**src/hw/etm_map.svh**
```systemverilog
// constants for the event time marker: offsets, fields, timing
// assumes a 20 MHz mclk; included by bare name
`ifndef ETM_MAP_SVH
`define ETM_MAP_SVH
`define ETM_CLK_MHZ 20
`define ETM_CLK_NS 50
`define ETM_CYC_PER_US (`ETM_CLK_MHZ)
`define ETM_TICK_MS 50
`define ETM_US_PER_TICK (`ETM_TICK_MS * 1000)
`define ETM_PPS_HIGH_US 1500
`define ETM_TRIG_MIN_NS 100
`define ETM_RES_DIFF_NS 50
`define ETM_RES_SA_NS 200
`define ETM_SA_Q (`ETM_RES_SA_NS / `ETM_CLK_NS)
`define ETM_IV_MAX 15'd19980
`define ETM_IV_DEF 15'd20
`define ETM_BAUD_DIV 173
`define ETM_FRAME_BITS 10
`define ETM_MSG_LEN 28
`define ETM_MSG_MAX 80
`define ETM_REG_CTRL 8'h00
`define ETM_REG_RAW 8'h04
`define ETM_REG_ASC 8'h08
`define ETM_REG_PPS 8'h0c
`define ETM_REG_STAT 8'h10
`define ETM_REG_CAPL 8'h14
`define ETM_REG_CAPH 8'h18
`define ETM_CTRL_RST 8'h32
`define ETM_C_EDGE 0
`define ETM_C_EVEN 1
`define ETM_C_PEREN 2
`define ETM_C_DIFF 3
`define ETM_C_PA 4
`define ETM_C_PB 5
`define ETM_DIG_N 15
`define ETM_SEC_T 7
`define ETM_MIN_T 9
`define ETM_HOUR_LO 10
`define ETM_HOUR_F 47:40
`define ETM_HOUR_WRAP 8'h23
`endif

```
**src/hw/etm_pkg.sv**
```systemverilog
// types shared by the event time marker files
// assumes etm_map.svh supplies the numeric constants
package etm_pkg;
  typedef enum logic [2:0] {
    ETM_IDLE = 3'b001,
    ETM_SEND = 3'b010,
    ETM_WAIT = 3'b100
  } etm_state_t;
endpackage : etm_pkg

```
**src/hw/etm_sync.sv**
```systemverilog
// two-flop synchroniser with edge detect for the trigger pin
// assumes an asynchronous pin and one mclk domain
`timescale 1ns/1ps
`default_nettype none
module etm_sync (
  input wire logic mclk,
  input wire logic rst_b,
  input wire logic d,
  output logic lvl,
  output logic rise,
  output logic fall
);
  logic q1;
  logic q2;
  logic q3;
  always_ff @(posedge mclk or negedge rst_b) begin
    if (!rst_b) begin
      q1 <= 1'b0;
      q2 <= 1'b0;
      q3 <= 1'b0;
    end else begin
      q1 <= d;
      q2 <= q1;
      q3 <= q2;
    end
  end
  // pulse wide enough
  // two cycles at 50 ns; a 100 ns pulse is always sampled
  assign lvl = q2;
  assign rise = q2 & ~q3;
  assign fall = ~q2 & q3;
endmodule : etm_sync
`default_nettype wire

```
**src/hw/etm_uart_tx.sv**
```systemverilog
// 8n1 serial transmitter with valid/ready style start
// assumes start only while ready is high
`timescale 1ns/1ps
`default_nettype none
`include "etm_map.svh"
module etm_uart_tx #(
  parameter int DIV = `ETM_BAUD_DIV
) (
  input wire logic mclk,
  input wire logic rst_b,
  input wire logic start,
  input wire logic [7:0] data,
  output logic tx,
  output logic ready
);
  logic [15:0] div_cnt;
  logic [3:0] bit_cnt;
  logic [8:0] sh;
  logic busy;
  wire baud = div_cnt == 16'(DIV - 1);
  wire last = bit_cnt == 4'(`ETM_FRAME_BITS - 1);
  assign ready = ~busy;
  always_ff @(posedge mclk or negedge rst_b) begin
    if (!rst_b) begin
      div_cnt <= 16'h0;
      bit_cnt <= 4'h0;
      sh <= 9'h1ff;
      busy <= 1'b0;
      tx <= 1'b1;
    end else if (!busy) begin
      div_cnt <= 16'h0;
      if (start) begin
        busy <= 1'b1;
        bit_cnt <= 4'h0;
        sh <= {1'b1, data};
        tx <= 1'b0;
      end
    end else if (baud) begin
      div_cnt <= 16'h0;
      if (last) begin
        busy <= 1'b0;
      end else begin
        bit_cnt <= bit_cnt + 4'h1;
        tx <= sh[0];
        sh <= {1'b1, sh[8:1]};
      end
    end else begin
      div_cnt <= div_cnt + 16'h1;
    end
  end
endmodule : etm_uart_tx
`default_nettype wire

```
**src/hw/etm_top.sv**
```systemverilog
// event time marker: trigger capture, timing pulse, ascii reports
// assumes a plain register port and 20 MHz mclk aligned to gps second
// Contract
// - edge polarity chosen by configuration
// - rising edge after reset
// - only first edge per epoch tagged
// - at most one record per raw period
// - 50 ns differential, 200 ns stand-alone
// - day, h, m, s, six fraction digits
// - event message follows each captured edge
// - dollar start, commas, cr lf end
// - eighty chars standard, longer allowed
// - ascii period 0.05 to 999 s
// - eight data, one stop, no parity
// - raw period 0.05 to 999 s
// - raw period one second after reset
// - any message mix on any port; here every enabled port gets the same message stream
// - pulse once per second, second aligned; here the period comes from the pps register, one second after reset
//
// Chosen here: the plain strobed port and the placing of the registers.
`timescale 1ns/1ps
`default_nettype none
`include "etm_map.svh"
module etm_top import etm_pkg::*; #(
  parameter int US_PER_TICK = `ETM_US_PER_TICK,
  parameter int BAUD_DIV = `ETM_BAUD_DIV,
  parameter int PPS_HIGH_US = `ETM_PPS_HIGH_US,
  parameter logic [14:0] IV_MIN = 15'h0001
) (
  input wire logic mclk,
  input wire logic rst_b,
  input wire logic [7:0] reg_addr,
  input wire logic [31:0] reg_wdata,
  input wire logic reg_wr,
  input wire logic reg_rd,
  output logic [31:0] reg_rdata,
  input wire logic trig_in,
  output logic pps_out,
  output logic tx_a,
  output logic tx_b
);
  logic [7:0] ctrl;
  logic [14:0] raw_iv;
  logic [14:0] asc_iv;
  logic [14:0] pps_iv;
  logic [4:0] cyc_cnt;
  logic [15:0] us_cnt;
  logic [59:0] tod;
  logic [14:0] ep_cnt;
  logic [14:0] ap_cnt;
  logic [14:0] pp_cnt;
  logic [10:0] pps_hi;
  logic cap_flag;
  logic [59:0] cap_dig;
  logic [4:0] cap_sub;
  logic [15:0] ev_cnt;
  logic ev_pend;
  logic per_pend;
  etm_state_t state;
  logic [6:0] idx;
  logic [7:0] msg_kind;
  logic [59:0] msg_dig;
  logic ctrl_seen;
  logic raw_seen;
  logic trig_lvl;
  logic trig_rise;
  logic trig_fall;
  logic rdy_a;
  logic rdy_b;

  function automatic logic [14:0] clamp_iv(input logic [31:0] v);
    if (v < 32'(IV_MIN))
      return IV_MIN;
    else if (v > 32'(`ETM_IV_MAX))
      return `ETM_IV_MAX;
    else
      return v[14:0];
  endfunction : clamp_iv

  function automatic logic [3:0] dig_lim(input int i);
    return (i == `ETM_SEC_T || i == `ETM_MIN_T) ? 4'h5 : 4'h9;
  endfunction : dig_lim

  // bcd time of day: usec(6) sec min hour day(3)
  function automatic logic [59:0] tod_inc(input logic [59:0] t);
    logic [59:0] r;
    logic c;
    logic skip;
    logic [3:0] d;
    r = t;
    c = 1'b1;
    skip = 1'b0;
    for (int i = 0; i < `ETM_DIG_N; i++) begin
      d = t[4*i +: 4];
      if (c) begin
        if (i == `ETM_HOUR_LO && t[`ETM_HOUR_F] == `ETM_HOUR_WRAP) begin
          r[`ETM_HOUR_F] = 8'h00;
          skip = 1'b1;
        end else if (skip) begin
          skip = 1'b0;
        end else if (d == dig_lim(i)) begin
          r[4*i +: 4] = 4'h0;
        end else begin
          r[4*i +: 4] = d + 4'h1;
          c = 1'b0;
        end
      end
    end
    return r;
  endfunction : tod_inc

  function automatic logic [7:0] asc(input logic [3:0] d);
    return {4'h3, d};
  endfunction : asc

  function automatic logic [4:0] quant(input logic [4:0] s, input logic diff);
    return diff ? s : (s & ~5'(`ETM_SA_Q - 1));
  endfunction : quant

  // vendor length room; idx is 7 bits but only counts to 27
  function automatic logic [7:0] msg_char(input logic [6:0] i, input logic [7:0] k,
                                          input logic [59:0] d);
    logic [8*`ETM_MSG_LEN-1:0] m;
    m = {"$ETM,", k, ",", asc(d[59:56]), asc(d[55:52]), asc(d[51:48]), ",",
         asc(d[47:44]), asc(d[43:40]), ",", asc(d[39:36]), asc(d[35:32]), ",",
         asc(d[31:28]), asc(d[27:24]), ".", asc(d[23:20]), asc(d[19:16]),
         asc(d[15:12]), asc(d[11:8]), asc(d[7:4]), asc(d[3:0]), 8'h0d, 8'h0a};
    return m[8*(`ETM_MSG_LEN - 1 - int'(i)) +: 8];
  endfunction : msg_char

  etm_sync u_sync (
    .mclk(mclk),
    .rst_b(rst_b),
    .d(trig_in),
    .lvl(trig_lvl),
    .rise(trig_rise),
    .fall(trig_fall)
  );

  wire edge_sel = ctrl[`ETM_C_EDGE];
  wire msg_en = ctrl[`ETM_C_EVEN];
  wire per_en = ctrl[`ETM_C_PEREN];
  wire diff_mode = ctrl[`ETM_C_DIFF];
  wire pa_en = ctrl[`ETM_C_PA];
  wire pb_en = ctrl[`ETM_C_PB];
  wire trig_edge = edge_sel ? trig_fall : trig_rise;
  wire us_tick = cyc_cnt == 5'(`ETM_CYC_PER_US - 1);
  wire tick = us_tick && us_cnt == 16'(US_PER_TICK - 1);
  wire ep_tick = tick && ep_cnt >= raw_iv - 15'h1;
  wire ap_tick = tick && ap_cnt >= asc_iv - 15'h1;
  wire pp_tick = tick && pp_cnt >= pps_iv - 15'h1;
  wire accept = trig_edge && (!cap_flag || ep_tick);
  wire take_ev = state == ETM_IDLE && ev_pend;
  wire take_per = state == ETM_IDLE && !ev_pend && per_pend;
  // same byte to every enabled port
  wire ports_ready = (!pa_en || rdy_a) && (!pb_en || rdy_b);
  wire tx_go = state == ETM_SEND && ports_ready;
  wire [7:0] tx_char = msg_char(idx, msg_kind, msg_dig);
  wire msg_last = idx == 7'(`ETM_MSG_LEN - 1);
  wire [31:0] rd_val =
    (reg_addr == `ETM_REG_CTRL) ? {24'h0, ctrl} :
    (reg_addr == `ETM_REG_RAW) ? {17'h0, raw_iv} :
    (reg_addr == `ETM_REG_ASC) ? {17'h0, asc_iv} :
    (reg_addr == `ETM_REG_PPS) ? {17'h0, pps_iv} :
    (reg_addr == `ETM_REG_STAT) ? {ev_cnt, 7'h0, cap_sub, 1'b0,
                                   state != ETM_IDLE, ev_pend, cap_flag} :
    (reg_addr == `ETM_REG_CAPL) ? cap_dig[31:0] :
    (reg_addr == `ETM_REG_CAPH) ? {4'h0, cap_dig[59:32]} : 32'h0;

  // register port; unmapped reads return zero
  always_ff @(posedge mclk or negedge rst_b) begin
    if (!rst_b) begin
      ctrl <= `ETM_CTRL_RST;
      raw_iv <= `ETM_IV_DEF;
      asc_iv <= `ETM_IV_DEF;
      pps_iv <= `ETM_IV_DEF;
      reg_rdata <= 32'h0;
      ctrl_seen <= 1'b0;
      raw_seen <= 1'b0;
    end else begin
      reg_rdata <= reg_rd ? rd_val : 32'h0;
      if (reg_wr) begin
        if (reg_addr == `ETM_REG_CTRL) begin
          ctrl <= reg_wdata[7:0];
          ctrl_seen <= 1'b1;
        end else if (reg_addr == `ETM_REG_RAW) begin
          raw_iv <= clamp_iv(reg_wdata);
          raw_seen <= 1'b1;
        end else if (reg_addr == `ETM_REG_ASC) begin
          asc_iv <= clamp_iv(reg_wdata);
        end else if (reg_addr == `ETM_REG_PPS) begin
          pps_iv <= clamp_iv(reg_wdata);
        end
      end
    end
  end

  // time base; all dividers start together so ticks sit on the second
  always_ff @(posedge mclk or negedge rst_b) begin
    if (!rst_b) begin
      cyc_cnt <= 5'h0;
      us_cnt <= 16'h0;
      tod <= 60'h0;
    end else begin
      cyc_cnt <= us_tick ? 5'h0 : cyc_cnt + 5'h1;
      if (us_tick) begin
        us_cnt <= tick ? 16'h0 : us_cnt + 16'h1;
        tod <= tod_inc(tod);
      end
    end
  end

  // period counters in 50 ms ticks
  always_ff @(posedge mclk or negedge rst_b) begin
    if (!rst_b) begin
      ep_cnt <= 15'h0;
      ap_cnt <= 15'h0;
      pp_cnt <= 15'h0;
    end else if (tick) begin
      ep_cnt <= ep_tick ? 15'h0 : ep_cnt + 15'h1;
      ap_cnt <= ap_tick ? 15'h0 : ap_cnt + 15'h1;
      pp_cnt <= pp_tick ? 15'h0 : pp_cnt + 15'h1;
    end
  end

  // timing pulse follows the pulse period set by software
  always_ff @(posedge mclk or negedge rst_b) begin
    if (!rst_b) begin
      pps_out <= 1'b0;
      pps_hi <= 11'h0;
    end else if (pp_tick) begin
      pps_out <= 1'b1;
      pps_hi <= 11'h0;
    end else if (pps_out && us_tick) begin
      if (pps_hi == 11'(PPS_HIGH_US - 1))
        pps_out <= 1'b0;
      else
        pps_hi <= pps_hi + 11'h1;
    end
  end

  // capture; an edge on the epoch tick opens the new epoch
  always_ff @(posedge mclk or negedge rst_b) begin
    if (!rst_b) begin
      cap_flag <= 1'b0;
      cap_dig <= 60'h0;
      cap_sub <= 5'h0;
      ev_cnt <= 16'h0;
    end else if (accept) begin
      cap_flag <= 1'b1;
      cap_dig <= tod;
      cap_sub <= quant(cyc_cnt, diff_mode);
      ev_cnt <= ev_cnt + 16'h1;
    end else if (ep_tick) begin
      cap_flag <= 1'b0;
    end
  end

  // pending flags: a new set wins over the take
  always_ff @(posedge mclk or negedge rst_b) begin
    if (!rst_b) begin
      ev_pend <= 1'b0;
      per_pend <= 1'b0;
    end else begin
      if (accept && msg_en)
        ev_pend <= 1'b1;
      else if (take_ev)
        ev_pend <= 1'b0;
      if (ap_tick && per_en)
        per_pend <= 1'b1;
      else if (take_per)
        per_pend <= 1'b0;
    end
  end

  always_ff @(posedge mclk or negedge rst_b) begin
    if (!rst_b) begin
      state <= ETM_IDLE;
      idx <= 7'h0;
      msg_kind <= 8'h0;
      msg_dig <= 60'h0;
    end else begin
      case (state)
        ETM_IDLE: begin
          idx <= 7'h0;
          if (take_ev) begin
            msg_kind <= "E";
            msg_dig <= cap_dig;
            state <= ETM_SEND;
          end else if (take_per) begin
            msg_kind <= "T";
            msg_dig <= tod;
            state <= ETM_SEND;
          end
        end
        ETM_SEND: begin
          if (ports_ready)
            state <= ETM_WAIT;
        end
        ETM_WAIT: begin
          if (msg_last) begin
            state <= ETM_IDLE;
          end else begin
            idx <= idx + 7'h1;
            state <= ETM_SEND;
          end
        end
        default: state <= ETM_IDLE;
      endcase
    end
  end

  etm_uart_tx #(.DIV(BAUD_DIV)) u_tx_a (
    .mclk(mclk),
    .rst_b(rst_b),
    .start(tx_go && pa_en),
    .data(tx_char),
    .tx(tx_a),
    .ready(rdy_a)
  );
  etm_uart_tx #(.DIV(BAUD_DIV)) u_tx_b (
    .mclk(mclk),
    .rst_b(rst_b),
    .start(tx_go && pb_en),
    .data(tx_char),
    .tx(tx_b),
    .ready(rdy_b)
  );
endmodule : etm_top
`default_nettype wire

```
**config.mk**
```make
export PLATFORM = sky130hd
export DESIGN_NAME = etm_top
export DESIGN_NICKNAME = d
export VERILOG_FILES = /design/src/hw/etm_pkg.sv /design/src/hw/etm_sync.sv /design/src/hw/etm_uart_tx.sv /design/src/hw/etm_top.sv
export VERILOG_INCLUDE_DIRS = /design/src /design/src/hw
export SDC_FILE = /design/constraint.sdc
export NUM_CORES = 1
export LEC_CHECK = 0
export ABC_AREA = 1
export BUFFER_PORTS_ARGS = -buffer_cell sky130_fd_sc_hd__buf_2
export CAP_MARGIN = 20
export CORE_ASPECT_RATIO = 0.5
export CORE_UTILIZATION = 57
export CTS_CLUSTER_SIZE = 40
export DETAILED_ROUTE_END_ITERATION = 12
export PLACE_DENSITY_LB_ADDON = 0.2
export SYNTH_ARGS = -nofsm -noshare
export SYNTH_HDL_FRONTEND = slang
export SYNTH_SLANG_ARGS = --single-unit
```
**constraint.sdc**
```tcl
create_clock -name mclk -period 3.05 [get_ports mclk]
set_clock_uncertainty 0.2 [all_clocks]
set_input_delay 0.1525 -clock mclk [delete_from_list [all_inputs] [get_ports mclk]]
set_output_delay 0.1525 -clock mclk [all_outputs]
set_load 0.05 [all_outputs]
```
==> results.py <==
metrics = {
    "outcome": {
        "outcome": "finished, violations left",
        "violations": "setup timing",
    },
    "sta": {
        "period_share_pct": 109,
        "min_period_ns": 3.33,
        "setup_viol": 117,
        "maxSlewHeadroom_pct": 26.2,
        "finalHoldViolCount": 0,
        "setup_ws_ns": -0.278,
        "drv_slew": 0,
        "rsz0062_at_grt": "true",
        "fmax_mhz": 300,
        "tightestPinTransition_ns": 1.11,
        "tns_ns": -22.17,
    },
    "place": {
        "place_hpwl_microns": 46600,
        "dp.cells": 3603,
        "port_buffers": 79,
        "gp_congestion": 0.975,
        "place_ws_ns": -0.393,
    },
    "worst_setup_path": {
        "path_max_fanout": 34,
        "crit_arrival_ns": 3.58,
        "setup.worst_path.start": "raw_iv[2]",
        "rrSetupSlack_ns": -0.28,
        "worstPathRequired_ns": 3.30,
        "worstSetupPathType": "reg -> reg",
        "ff2ff_path_depth": 22,
        "start_kind": "flop",
        "cp-end-kind": "flop",
        "r2r_start": "raw_iv[2]",
        "r2r_end": "cap_dig[27]",
    },
    "yosys": {
        "yosysSeqAreaShare_pct": 46.9,
        "synth_edf_count": 0,
        "avgSynthCellArea_sq_um": 8.04,
        "async_flop_share_pct": 100,
        "ys_warn_count": 0,
        "syn_area_sq_um": 23700,
        "synthFlopType": "dfrtp_1",
        "synth_seq_cells": 443,
        "synth_cells": 2952,
        "ys_types": 60,
        "synth_fp_nets": 3066,
    },
    "final_layout": {
        "regArea_sq_um": 11100,
        "fillers": 3262,
        "fin_nets": 3271,
        "multi_input_area_sq_um": 11700,
        "diodes": 0,
        "final_core_util_pct": 68.9,
        "area.growth.synth_to_final_pct": 18.2,
        "drive_above_1_share_pct": 16.4,
        "final_cell_count_no_fill": 3729,
    },
    "detailed_routing": {
        "vias": 21500,
        "antenna_left": 0,
        "post_drt_wl_per_cell_microns": 17.7,
        "wl_microns": 66200,
        "drtPass1Iterations": 6,
        "drcViolationCount": 0,
        "post_drt_via_cell_ratio": 5.76,
        "initialDrtViolationCount": 1944,
    },
    "global_routing": {
        "grt_pass1_vias": 20400,
        "antenna_found_initial": 1,
        "grt_start_max_net_pins": 70,
        "overflow": 0,
        "grt_pass1_wl_microns": 106000,
        "track_usage_pct": 30.9,
    },
    "clock_network": {
        "cts_tree": "yes",
        "clk_pin_slew_ns": 0.07,
        "clkLatencyLatePin_ns": 0.57,
        "cts_buffers": 41,
        "cts_root_buf": "clkbuf_16",
        "clockBufferDepth": 3,
        "cts.sinks": 443,
        "cts.htree.levels": 2,
    },
    "power": {
        "p_per_area_nw_per_um2": 512,
        "power.leakage_uw": 0.0132,
        "ir_worst_vdd_uv": 356,
    },
    "floorplan": {
        "core_area_sq_um": 40700,
        "design.portCount": 80,
        "die_h_microns": 146,
        "dieArea_sq_um": 42500,
        "die_w_microns": 291,
        "start_util_pct": 58.3,
        "rows": 52,
    },
    "min_path": {
        "hold_end": "ctrl[2]",
        "hold_path.class": "in -> reg",
        "worstHoldPathCells": 4,
        "hp-start": "reg_wr",
    },
    "job": {
        "drv_cap": 0,
    },
}
critical path, cell delays in order, from the launching register on:
cell      delay (ns)
dfstp_2         0.40
nor2_2          0.13
nand2_1         0.07
nor2_2          0.11
nand2_2         0.07
nor3_2          0.14
nand3b_1        0.13
nor3_2          0.14
xor2_1          0.17
inv_1           0.09
ha_4            0.28
nand2_4         0.05
nor2_4          0.10
nand4_1         0.09
nor2_1          0.15
nor3_2          0.07
nand2_2         0.09
nand2_4         0.09
nand2_8         0.13
nand2_8         0.11
buf_12          0.24
nand2_1         0.08
o21ai_1         0.07
final cells by class:
| type | count | area share [%] |
|---|---|---|
| sequential | 443 | 39.6 |
| inverter | 320 | 4.32 |
| clock inverter | 12 | 0.682 |
| tap | 540 | 2.41 |
| timing repair buffer | 250 | 7.08 |
| multi-input combinational | 2101 | 41.6 |
| clock buffer | 63 | 4.27 |
flip-flops by register name, indices dropped and copies added (netlist names), 8 cells and up:
name / flops
us_cnt: 16
cap_dig: 60
u_tx_b.sh: 8
reg_rdata: 32
pps_iv: 15
asc_iv: 15
ctrl: 8
pps_hi: 11
tod: 60
msg_dig: 60
u_tx_a.sh: 8
u_tx_a.div_cnt: 16
raw_iv: 15
ev_cnt: 16
u_tx_b.div_cnt: 16
pp_cnt: 15
ep_cnt: 15
ap_cnt: 15
placed cells by master (no fill, tap or decap), types with 11 or more instances in the layout:
| cell type | instances |
|---|---|
| nor4_1 | 27 |
| o21ai_2 | 16 |
| buf_4 | 123 |
| nor3b_1 | 12 |
| nor3_2 | 11 |
| dfstp_2 | 28 |
| xor2_1 | 94 |
| xnor2_1 | 32 |
| clkbuf_1 | 13 |
| inv_2 | 15 |
| inv_1 | 295 |
| o211ai_1 | 13 |
| nor3_1 | 58 |
| buf_2 | 78 |
| nand2_2 | 42 |
| nand4_1 | 58 |
| nand3_2 | 22 |
| nor2_1 | 262 |
| ha_1 | 62 |
| a21oi_1 | 159 |
| dlygate4sd3_1 | 22 |
| o21ai_0 | 216 |
| dfrtp_1 | 415 |
| clkbuf_16 | 44 |
| nor2_4 | 22 |
| nand3_1 | 151 |
| o21ai_1 | 52 |
| o22ai_1 | 16 |
| buf_6 | 11 |
| nor2_2 | 20 |
| nand2_1 | 633 |
repair_timing:
item / 4_1_cts / 5_1_grt
hold buffers: 22 / 0
cloned: 5 / 2
setup endpoints to repair: 137 / 141
pin swaps: 11 / 28
resized for setup: 68 / 115
buffers inserted: 18 / 7
hold endpoints to repair: 480 / 0
power breakdown:
group / internal (uW) / switching (uW) / leakage [uW]
registers: 6420 / 451 / 0.00594
clock network: 3080 / 2360 / 0.000673
logic: 841 / 1220 / 0.00658
total: 10300 / 4030 / 0.0132
layer usage:
metal	global-route usage, %	wire (microns)	vias to the layer above
met1	43.2	28900	10400
met3	5.30	4860	154
met2	49.1	30300	778
li1	-	-	10200
met4	10.6	2110	0
met5	0	0	-
through the flow:
stage                     instance area [sq um]  hold WS (ns)  total power [uW]
after floorplan                           23800        -0.343              8020
after global placement                    25500       -0.0245              8720
after detailed placement                  25500       -0.0159              8780
after CTS                                 27500       0.00162             14300
after global routing                      28100        0.0123             15000
final                                     28100        0.0143             14400
cells by family (layout without fill, tap and decap cells):
kind of cell	count (synthesis)	in the layout	synth area share [%]
AND/OR/NAND/NOR	1351	1352	24.8
AO/OA/AOI/OAI	549	549	12.9
flip-flops	443	443	46.9
buffers and inverters	409	645	6.92
XOR/XNOR	128	128	4.73
adder cells (fa/ha/maj)	69	69	3.64
multiplexers	3	3	0.137
worst max path at each step:
stage / slack (ns) / endpoint
3_5_place_dp: -0.39 / cap_dig[6]
2_1_floorplan: -0.17 / cap_dig[1]
4_1_cts: -0.28 / cap_dig[6]
6_report: -0.28 / cap_dig[27]
5_1_grt: -0.46 / cap_dig[57]
3_3_place_gp: -0.26 / ev_cnt[6]
synth_stat cells (8+ instances only):
cell      number  area share [%]
a21oi_1      165             3.5
a221oi_1       8            0.30
a22o_1         9            0.33
buf_2         18            0.38
buf_6         10            0.47
clkbuf_1      54            0.85
dfrtp_1      415              44
dfstp_2       28             3.1
ha_1          69             3.6
inv_1        303             4.8
inv_2          8            0.13
nand2_1      672              11
nand2_2        8            0.21
nand3_1      173             3.6
nand4_1       58             1.5
nor2_1       284             4.5
nor2_2        15            0.40
nor3_1        69             1.5
nor3b_1       12            0.38
nor4_1        28            0.74
o211ai_1      13            0.41
o21ai_0      235             5.0
o21ai_1       40            0.84
o21ai_2        9            0.33
o22ai_1       16            0.42
o31ai_1       12            0.38
xnor2_1       32             1.2
xor2_1        96             3.5
(Power assumes the default switching activity.)
